<file path="config.mk">
export PLATFORM = sky130hd
export DESIGN_NAME = lmp_cmd_decoder
export DESIGN_NICKNAME = d
export VERILOG_FILES = /design/src/lmp_pkg.sv /design/src/lmp_frame_if.sv /design/src/lmp_addr_match.sv /design/src/lmp_cmd_decoder.sv /design/src/lmp_frame_collect.sv
export SDC_FILE = /design/constraint.sdc
export NUM_CORES = 1
export LEC_CHECK = 0
export ABC_AREA = 0
export BUFFER_PORTS_ARGS = -buffer_cell sky130_fd_sc_hd__buf_2
export CORE_MARGIN = 1
export CORE_UTILIZATION = 45
export CTS_CLUSTER_DIAMETER = 50
export DETAILED_ROUTE_END_ITERATION = 8
export GPL_TIMING_DRIVEN = 0
export HOLD_SLACK_MARGIN = 0.1
export PLACE_DENSITY = 0.66
export SYNTH_ARGS = -nofsm -noshare
export SYNTH_HDL_FRONTEND = slang
export SYNTH_SLANG_ARGS = --single-unit
</file>
<file path="constraint.sdc">
create_clock -name clk -period 7.8 [get_ports clk]
set_input_delay 0.39 -clock clk [delete_from_list [all_inputs] [get_ports clk]]
set_output_delay 0.39 -clock clk [all_outputs]
set_load 0.005 [all_outputs]
</file>
<file path="src/lmp_pkg.sv">
package lmp_pkg;
  localparam logic [7:0] TYPE4_ID      = 8'h3c;
  localparam logic [7:0] APP_CMD_BYTE  = 8'h80;
  localparam logic [6:0] CMD_MOTOR_PAR = 7'h09;
  localparam logic [6:0] CMD_OTP_PROG  = 7'h10;
  localparam logic [6:0] CMD_POSITION  = 7'h0b;
  localparam logic [7:0] OTP_FILL_BYTE = 8'hff;
  localparam logic [4:0] OTP_IDX_ONES  = 5'h1f;
  localparam logic [1:0] GP4_ID_HIGH   = 2'h2;
  localparam int         MAX_BYTES     = 8;
  localparam logic [3:0] LEN_TYPE4     = 4'h8;
  localparam logic [3:0] LEN_DIRECT    = 4'h2;
  localparam logic [3:0] LEN_GP4       = 4'h4;
  localparam int         CMD_FLAG_BIT  = 7;
  localparam int         BROAD_BIT     = 7;
  localparam logic [3:0] RUN_CUR_RST   = 4'h0;
  localparam logic [3:0] HOLD_CUR_RST  = 4'h0;
  localparam logic [3:0] VMAX_RST      = 4'h0;
  localparam logic [3:0] VMIN_RST      = 4'h0;
  localparam logic [10:0] SEC_POS_RST  = 11'h000;
  localparam logic [3:0] ACC_RST       = 4'h0;
  localparam logic [1:0] STEP_RES_RST  = 2'h0;
  localparam logic [15:0] TARGET_RST   = 16'h0000;
  localparam logic [1:0] LAST_NONE     = 2'h0;
  localparam logic [1:0] LAST_PARAM    = 2'h1;
  localparam logic [1:0] LAST_OTP      = 2'h2;
  localparam logic [1:0] LAST_POS      = 2'h3;

  typedef enum logic [1:0] {
    LMP_IDLE   = 2'b00,
    LMP_RECV   = 2'b01,
    LMP_DECIDE = 2'b10
  } lmp_state_t;
endpackage : lmp_pkg
</file>
<file path="src/lmp_frame_if.sv">
`timescale 1ns/100ps
interface lmp_frame_if;
  logic [7:0] id;
  logic [7:0] data [lmp_pkg::MAX_BYTES];
  logic [3:0] count;
  logic       overflow;

  modport collector (
    output id,
    output data,
    output count,
    output overflow
  );
  modport consumer (
    input  id,
    input  data,
    input  count,
    input  overflow
  );
endinterface : lmp_frame_if

</file>
<file path="src/lmp_addr_match.sv">
`timescale 1ns/100ps
module lmp_addr_match (
  input  wire logic [7:0] addr_byte,
  input  wire logic [6:0] node_addr,
  output wire logic       match
);
  wire logic broadcast_all;
  wire logic own_addr;
  // Broadcast bit low addresses every node
  assign broadcast_all = ~addr_byte[lmp_pkg::BROAD_BIT];
  assign own_addr      = (addr_byte[6:0] == node_addr);
  assign match         = broadcast_all | own_addr;
endmodule : lmp_addr_match

</file>
<file path="src/lmp_cmd_decoder.sv">
// Command decoder: parameter, OTP and position frames to strobes and fields.
`timescale 1ns/100ps
module lmp_cmd_decoder (
  input  wire logic        clk,
  input  wire logic        reset,
  input  wire logic        ce,
  input  wire logic        frame_start,
  input  wire logic [7:0]  rx_id,
  input  wire logic        rx_byte_valid,
  input  wire logic [7:0]  rx_byte,
  input  wire logic        frame_end,
  input  wire logic        checksum_ok,
  input  wire logic        parity_ok,
  input  wire logic [6:0]  node_addr,
  input  wire logic [5:0]  direct_id,
  input  wire logic [3:0]  gp4_id,
  input  wire logic        position_allowed,
  output logic             param_we,
  output logic [3:0]       run_current,
  output logic [3:0]       hold_current,
  output logic [3:0]       max_velocity,
  output logic [3:0]       min_velocity,
  output logic [10:0]      secure_position,
  output logic             rotation_dir,
  output logic [3:0]       accel_index,
  output logic             acceleration_shape,
  output logic [1:0]       step_resolution,
  output logic             otp_we,
  output logic [2:0]       otp_byte_index,
  output logic [7:0]       otp_data,
  output logic             pos_go,
  output logic [15:0]      pos_target,
  output logic             pos_ignored,
  output logic             frame_discard,
  output logic [1:0]       last_cmd
);

  function automatic logic is_cmd(input logic [7:0] b,
                                  input logic [6:0] code);
    is_cmd = b[lmp_pkg::CMD_FLAG_BIT] && (b[6:0] == code);
  endfunction : is_cmd

  lmp_frame_if frm ();

  lmp_frame_collect u_collect (
    .clk           (clk),
    .reset         (reset),
    .ce            (ce),
    .frame_start   (frame_start),
    .rx_id         (rx_id),
    .rx_byte_valid (rx_byte_valid),
    .rx_byte       (rx_byte),
    .frm           (frm)
  );

  lmp_pkg::lmp_state_t state_r;
  lmp_pkg::lmp_state_t state_nxt;

  logic        frame_ok_r;
  logic        param_we_r;
  logic [3:0]  run_current_r;
  logic [3:0]  hold_current_r;
  logic [3:0]  max_velocity_r;
  logic [3:0]  min_velocity_r;
  logic [10:0] secure_position_r;
  logic        rotation_dir_r;
  logic [3:0]  accel_index_r;
  logic        acceleration_shape_r;
  logic [1:0]  step_resolution_r;
  logic        otp_we_r;
  logic [2:0]  otp_byte_index_r;
  logic [7:0]  otp_data_r;
  logic        pos_go_r;
  logic [15:0] pos_target_r;
  logic        pos_ignored_r;
  logic        frame_discard_r;
  logic [1:0]  last_cmd_r;

  wire logic [7:0] b0;
  wire logic [7:0] b1;
  wire logic [7:0] b2;
  wire logic [7:0] b3;
  wire logic [7:0] b4;
  wire logic [7:0] b5;
  wire logic [7:0] b6;
  wire logic [7:0] b7;
  assign b0 = frm.data[0];
  assign b1 = frm.data[1];
  assign b2 = frm.data[2];
  assign b3 = frm.data[3];
  assign b4 = frm.data[4];
  assign b5 = frm.data[5];
  assign b6 = frm.data[6];
  assign b7 = frm.data[7];

  wire logic deciding;
  wire logic clean_frame;
  assign deciding    = (state_r == lmp_pkg::LMP_DECIDE);
  // Only frames with good checksum, good parity and no overrun count
  assign clean_frame = frame_ok_r && !frm.overflow;

  wire logic is_type4;
  wire logic is_direct;
  wire logic is_gp4;
  assign is_type4  = (frm.id == lmp_pkg::TYPE4_ID) &&
                     (frm.count == lmp_pkg::LEN_TYPE4) &&
                     (b0 == lmp_pkg::APP_CMD_BYTE);
  // Identifier parity bits are checked upstream, only the low six compare
  assign is_direct = (frm.id[5:0] == direct_id) &&
                     (frm.count == lmp_pkg::LEN_DIRECT);
  assign is_gp4    = (frm.id[5:0] == {lmp_pkg::GP4_ID_HIGH, gp4_id}) &&
                     (frm.count == lmp_pkg::LEN_GP4);

  wire logic type4_addr_ok;
  wire logic gp4_addr_ok;
  lmp_addr_match u_match_t4 (
    .addr_byte (b2),
    .node_addr (node_addr),
    .match     (type4_addr_ok)
  );
  lmp_addr_match u_match_gp4 (
    .addr_byte (b1),
    .node_addr (node_addr),
    .match     (gp4_addr_ok)
  );

  wire logic param_hit;
  wire logic otp_fmt_ok;
  wire logic otp_hit;
  wire logic gp4_pos_hit;
  wire logic pos_hit;
  wire logic pos_accept;
  wire logic pos_refuse;
  assign param_hit  = is_type4 && is_cmd(b1, lmp_pkg::CMD_MOTOR_PAR) &&
                      type4_addr_ok;
  assign otp_fmt_ok = (b3[7:3] == lmp_pkg::OTP_IDX_ONES) &&
                      (b5 == lmp_pkg::OTP_FILL_BYTE) &&
                      (b6 == lmp_pkg::OTP_FILL_BYTE) &&
                      (b7 == lmp_pkg::OTP_FILL_BYTE);
  assign otp_hit    = is_type4 && is_cmd(b1, lmp_pkg::CMD_OTP_PROG) &&
                      otp_fmt_ok && type4_addr_ok;
  assign gp4_pos_hit = is_gp4 && is_cmd(b0, lmp_pkg::CMD_POSITION) &&
                       gp4_addr_ok;
  assign pos_hit    = is_direct || gp4_pos_hit;
  assign pos_accept = pos_hit && position_allowed;
  assign pos_refuse = pos_hit && !position_allowed;

  wire logic [15:0] pos_value;
  // Direct frame: high byte first; four-byte frame: after the address
  assign pos_value = is_direct ? {b0, b1} : {b2, b3};

  wire logic [3:0]  run_current_nxt;
  wire logic [3:0]  hold_current_nxt;
  wire logic [3:0]  max_velocity_nxt;
  wire logic [3:0]  min_velocity_nxt;
  wire logic [10:0] secure_position_nxt;
  wire logic        rotation_dir_nxt;
  wire logic [3:0]  accel_index_nxt;
  wire logic        acceleration_shape_nxt;
  wire logic [1:0]  step_resolution_nxt;
  wire logic [2:0]  otp_byte_index_nxt;
  wire logic [7:0]  otp_data_nxt;
  // Parameter fields: currents, speeds, then position, direction, ramp
  assign run_current_nxt        = b3[7:4];
  assign hold_current_nxt       = b3[3:0];
  assign max_velocity_nxt       = b4[7:4];
  assign min_velocity_nxt       = b4[3:0];
  assign secure_position_nxt    = {b5[7:5], b6};
  assign rotation_dir_nxt       = b5[4];
  assign accel_index_nxt        = b5[3:0];
  assign acceleration_shape_nxt = b7[4];
  assign step_resolution_nxt    = b7[3:2];
  // OTP fields: index below the five ones, value in the next byte
  assign otp_byte_index_nxt     = b3[2:0];
  assign otp_data_nxt           = b4;

  wire logic do_param;
  wire logic do_otp;
  wire logic do_pos;
  wire logic do_refuse;
  wire logic do_discard;
  assign do_param   = deciding && clean_frame && param_hit;
  assign do_otp     = deciding && clean_frame && otp_hit;
  assign do_pos     = deciding && clean_frame && pos_accept;
  assign do_refuse  = deciding && clean_frame && pos_refuse;
  assign do_discard = deciding && !clean_frame;

  always_comb begin
    state_nxt = state_r;
    unique case (state_r)
      lmp_pkg::LMP_IDLE: begin
        if (frame_start) begin
          state_nxt = lmp_pkg::LMP_RECV;
        end
      end
      lmp_pkg::LMP_RECV: begin
        if (frame_start) begin
          state_nxt = lmp_pkg::LMP_RECV;
        end else if (frame_end) begin
          state_nxt = lmp_pkg::LMP_DECIDE;
        end
      end
      lmp_pkg::LMP_DECIDE: begin
        state_nxt = frame_start ? lmp_pkg::LMP_RECV : lmp_pkg::LMP_IDLE;
      end
      default: begin
        state_nxt = lmp_pkg::LMP_IDLE;
      end
    endcase
  end

  always_ff @(posedge clk or posedge reset) begin
    if (reset) begin
      state_r <= lmp_pkg::LMP_IDLE;
    end else if (ce) begin
      state_r <= state_nxt;
    end
  end

  always_ff @(posedge clk or posedge reset) begin
    if (reset) begin
      frame_ok_r <= 1'b0;
    end else if (ce && state_r == lmp_pkg::LMP_RECV && frame_end) begin
      frame_ok_r <= checksum_ok && parity_ok;
    end
  end

  always_ff @(posedge clk or posedge reset) begin
    if (reset) begin
      param_we_r <= 1'b0;
    end else if (ce) begin
      param_we_r <= do_param;
    end
  end

  always_ff @(posedge clk or posedge reset) begin
    if (reset) begin
      otp_we_r <= 1'b0;
    end else if (ce) begin
      otp_we_r <= do_otp;
    end
  end

  always_ff @(posedge clk or posedge reset) begin
    if (reset) begin
      pos_go_r <= 1'b0;
    end else if (ce) begin
      pos_go_r <= do_pos;
    end
  end

  always_ff @(posedge clk or posedge reset) begin
    if (reset) begin
      pos_ignored_r <= 1'b0;
    end else if (ce) begin
      pos_ignored_r <= do_refuse;
    end
  end

  always_ff @(posedge clk or posedge reset) begin
    if (reset) begin
      frame_discard_r <= 1'b0;
    end else if (ce) begin
      frame_discard_r <= do_discard;
    end
  end

  // No wait on motion: fields take effect on the running move at once
  always_ff @(posedge clk or posedge reset) begin
    if (reset) begin
      run_current_r        <= lmp_pkg::RUN_CUR_RST;
      hold_current_r       <= lmp_pkg::HOLD_CUR_RST;
      max_velocity_r       <= lmp_pkg::VMAX_RST;
      min_velocity_r       <= lmp_pkg::VMIN_RST;
      secure_position_r    <= lmp_pkg::SEC_POS_RST;
      rotation_dir_r       <= 1'b0;
      accel_index_r        <= lmp_pkg::ACC_RST;
      acceleration_shape_r <= 1'b0;
      step_resolution_r    <= lmp_pkg::STEP_RES_RST;
    end else if (ce && do_param) begin
      run_current_r        <= run_current_nxt;
      hold_current_r       <= hold_current_nxt;
      max_velocity_r       <= max_velocity_nxt;
      min_velocity_r       <= min_velocity_nxt;
      secure_position_r    <= secure_position_nxt;
      rotation_dir_r       <= rotation_dir_nxt;
      accel_index_r        <= accel_index_nxt;
      acceleration_shape_r <= acceleration_shape_nxt;
      step_resolution_r    <= step_resolution_nxt;
    end
  end

  always_ff @(posedge clk or posedge reset) begin
    if (reset) begin
      otp_byte_index_r <= 3'h0;
      otp_data_r       <= 8'h00;
    end else if (ce && do_otp) begin
      otp_byte_index_r <= otp_byte_index_nxt;
      otp_data_r       <= otp_data_nxt;
    end
  end

  always_ff @(posedge clk or posedge reset) begin
    if (reset) begin
      pos_target_r <= lmp_pkg::TARGET_RST;
    end else if (ce && do_pos) begin
      pos_target_r <= pos_value;
    end
  end

  always_ff @(posedge clk or posedge reset) begin
    if (reset) begin
      last_cmd_r <= lmp_pkg::LAST_NONE;
    end else if (ce) begin
      if (do_param) begin
        last_cmd_r <= lmp_pkg::LAST_PARAM;
      end else if (do_otp) begin
        last_cmd_r <= lmp_pkg::LAST_OTP;
      end else if (do_pos) begin
        last_cmd_r <= lmp_pkg::LAST_POS;
      end
    end
  end

  assign param_we           = param_we_r;
  assign run_current        = run_current_r;
  assign hold_current       = hold_current_r;
  assign max_velocity       = max_velocity_r;
  assign min_velocity       = min_velocity_r;
  assign secure_position    = secure_position_r;
  assign rotation_dir       = rotation_dir_r;
  assign accel_index        = accel_index_r;
  assign acceleration_shape = acceleration_shape_r;
  assign step_resolution    = step_resolution_r;
  assign otp_we             = otp_we_r;
  assign otp_byte_index     = otp_byte_index_r;
  assign otp_data           = otp_data_r;
  assign pos_go             = pos_go_r;
  assign pos_target         = pos_target_r;
  assign pos_ignored        = pos_ignored_r;
  assign frame_discard      = frame_discard_r;
  assign last_cmd           = last_cmd_r;

endmodule : lmp_cmd_decoder

</file>
<file path="src/lmp_frame_collect.sv">
`timescale 1ns/100ps
module lmp_frame_collect (
  input  wire logic       clk,
  input  wire logic       reset,
  input  wire logic       ce,
  input  wire logic       frame_start,
  input  wire logic [7:0] rx_id,
  input  wire logic       rx_byte_valid,
  input  wire logic [7:0] rx_byte,
  lmp_frame_if.collector  frm
);
  wire logic room;
  assign room = (frm.count < 4'(lmp_pkg::MAX_BYTES));

  always_ff @(posedge clk or posedge reset) begin
    if (reset) begin
      frm.id       <= 8'h00;
      frm.count    <= 4'h0;
      frm.overflow <= 1'b0;
    end else if (ce && frame_start) begin
      frm.id       <= rx_id;
      frm.count    <= 4'h0;
      frm.overflow <= 1'b0;
    end else if (ce && rx_byte_valid) begin
      if (room) begin
        frm.count <= frm.count + 4'h1;
      end else begin
        frm.overflow <= 1'b1;
      end
    end
  end

  genvar gi;
  generate
    for (gi = 0; gi < lmp_pkg::MAX_BYTES; gi++) begin : g_byte
      always_ff @(posedge clk or posedge reset) begin
        if (reset) begin
          frm.data[gi] <= 8'h00;
        end else if (ce && !frame_start && rx_byte_valid && room &&
                     frm.count == 4'(gi)) begin
          frm.data[gi] <= rx_byte;
        end
      end
    end
  endgenerate
endmodule : lmp_frame_collect

</file>
==> impl_metrics.csv <==
group,metric,value,unit
detailed_routing,dr_total_vias,4032,
timing,finalSetupViolCount,0,
clocking,clock-sinks,149,
placement,port-buffer-count,109,
timing,hold_violations,0,
critical_path,critPathKind,"reg2reg",
placement,pre_cts_ws,5150,ps
critical_path,cp_max_fo,10,
grt,first_global_vias,4150,
critical_path,required,8100,ps
clocking,cts_hold_buf,0,
yosys,synth_area_leaders,"dfrtp_1 58%, mux2_2 18%, mux2_4 6.0%",
timing,finClkSkew,7.69,ps
yosys,synth.net_count,479,
pwr,p_leak,4.13,nW
detailed_routing,wl,14400,µm
yosys,yosys.area.top_type_share,57.7,%
yosys,synthDistinctLibCells,44,
placement,globalplace.congestion,0.920,
detailed_routing,first_iter_violations,189,
die,initial_core_util,46.4,%
grt,grt_pass1_wl,22600,µm
critical_path,cp.arrival,2940,ps
yosys,synth_seq_area_share,57.7,%
clocking,path_clk_slew,60,ps
clocking,cts_buffer_depth,2,
yosys,synth_seq_cells,149,
final_layout,layout_commonest_cell,"dfrtp_1",
yosys,syn_avg_cell_area,14.9,µm²
flow_run,maxCapViolCount,0,
pwr,irDropWorstVdd,0.123,mV
placement,dpl.hpwl,10200,µm
timing,rsz0062_at_grt,"false",
yosys,synth_top_area_cell,"dfrtp_1",
timing,holdWs,114,ps
detailed_routing,wl_per_cell,19.1,µm
pwr,p_per_area,235,mW/mm²
detailed_routing,ant_nets,0,
critical_path,cp-end-kind,"flop",
status,status,"finished, final reports clean",
grt,grt_usage,20.8,%
final_layout,syn_to_final_growth,20.9,%
clocking,post_cts_buffers,0,
clocking,cts_tree,"yes",
clocking,cts-root-buf,"clkbuf_16",
final_layout,final_cell_mix,"149 x dfrtp_1, 111 x buf_2, 101 x mux2_2",
die,std_cell_rows,43,
timing,tns,0,ps
timing,period_minus_slack,2640,ps
min_path,hold_class,"in2async",
die,design.core.area,0.0139,mm²
final_layout,antenna_cells,0,
timing,fmax,379,MHz
final_layout,fin_nets,608,
clocking,post_cts_resized,0,
timing,layout_setup_ws,5160,ps
clocking,clk-insertion-delay-late,420,ps
grt,grt_max_degree,90,
yosys,synthCells,433,
detailed_routing,first_pass_iters,4,
grt,grt-ovfl-total,0,
clocking,h-tree-depth,4,
timing,slew_viol_final,0,
timing,max_slew_margin,45.3,%
timing,worst_slew_pin_slew,820,ps
timing,finalCritPeriodShare,33.8,%
placement,dpl_cell_area,0.00726,mm²
final_layout,drive_gt1_share,48.9,%
detailed_routing,vias_per_cell,5.37,
final_layout,fillCellCount,1184,
die,dieWidth,122,µm
yosys,synth_area,0.00646,mm²
detailed_routing,drc,0,
yosys,synth-warning-count,0,
die,fp.dieArea,0.0148,mm²
critical_path,critPathLaunchType,"flop",
pwr,total_power,1.83,mW
final_layout,stdcell_area,0.00781,mm²
grt,antenna_found_initial,0,
die,die_h,122,µm
clocking,numCtsBuffers,17,
die,io_pins,111,
==> routing by layer <==
layer	track usage [%]	routed length, µm
met4	8.18	272
met5	0	0
met3	4.96	596
met1	27.6	6430
met2	33.0	7070
==> stage by stage <==
step,util (%),cells
4_1_cts,56.1,751
2_1_floorplan,-,433
6_report,56.1,751
5_1_grt,56.1,751
3_3_place_gp,51.9,722
3_5_place_dp,52.1,723
==> flip-flops by register name, summed over array words and instances, names as in the netlist, 2 cells and up <==
| name | flops |
|---|---|
| min_velocity | 4 |
| otp_byte_index | 3 |
| u_collect.frm.data | 64 |
| max_velocity | 4 |
| u_collect.frm.id | 8 |
| state_r | 2 |
| otp_data | 8 |
| u_collect.frm.count | 4 |
| last_cmd | 2 |
| pos_target | 16 |
| hold_current | 4 |
| secure_position | 11 |
| accel_index | 4 |
| run_current | 4 |
| step_resolution | 2 |
==> synthesized netlist by cell type, drive strengths merged <==
library cell and n:
a211oi 1, a21o 2, a21oi 4, a22o 1, a31oi 1, and2 1, buf 7, clkbuf 3
dfrtp 149, ha 4, inv 7, mux2 150, nand2 19, nand2b 1, nand3 6, nand4 11
nand4b 4, nor2 5, nor2b 2, nor3 3, nor3b 1, nor4 5, nor4b 2, nor4bb 1
o211a 1, o211ai 1, o21a 1, o21ai 9, o2bb2ai 2, o31a 1, o41ai 1, or3 2
or4 1, xnor2 17, xor2 7
==> worst paths after layout <==
path	from	endpoint	slack, ps	depth (start not counted)
max	u_collect.frm.data[60]	otp_data[2]	5160	7
min in group clk	rx_id[5]	u_collect.frm.id[5]	200	2
max reg2reg	u_collect.frm.data[60]	otp_data[2]	5160	7
max in group asynchronous	reset	u_collect.frm.id[4]	6910	3
min	reset	max_velocity[1]	110	2
min reg2reg	pos_go	pos_go	480	1
==> report_power, final <==
| part | total, mW | internal, mW | switching (mW) |
|---|---|---|---|
| clock | 0.766 | 0.472 | 0.293 |
| sequential | 0.898 | 0.831 | 0.0676 |
| combinational | 0.170 | 0.0941 | 0.0757 |
| total | 1.83 | 1.40 | 0.437 |
==> cells by family after synthesis <==
group           count (synthesis)  share of synthesized area, %
mux                           150                          27.7
compound gates                 25                          2.92
xor+xnor                       24                          3.25
flops                         149                          57.7
simple gates                   64                          6.12
buf+inv                        17                          1.55
fa+ha+maj                       4                         0.775
==> critical path, stage by stage, from the launching register on <==
cell and delay [ps]:
dfrtp_1 400, nor4b_2 390, nand4b_1 180, nor2_1 200
nand4_1 200, nor2_1 370, buf_2 380, mux2_2 380
==> layout make-up <==
cell class | count | area [µm²] | area share [%]
inverter | 7 | 31.3 | 0.400
clock buffer | 24 | 502 | 6.42
buffer | 10 | 73.8 | 0.945
tap | 180 | 225 | 2.88
multi-input combinational | 267 | 2630 | 33.7
timing repair buffer | 110 | 573 | 7.34
clock inverter | 4 | 47.5 | 0.609
sequential | 149 | 3730 | 47.7
No activity file was read; power rests on OpenSTA's default activity.
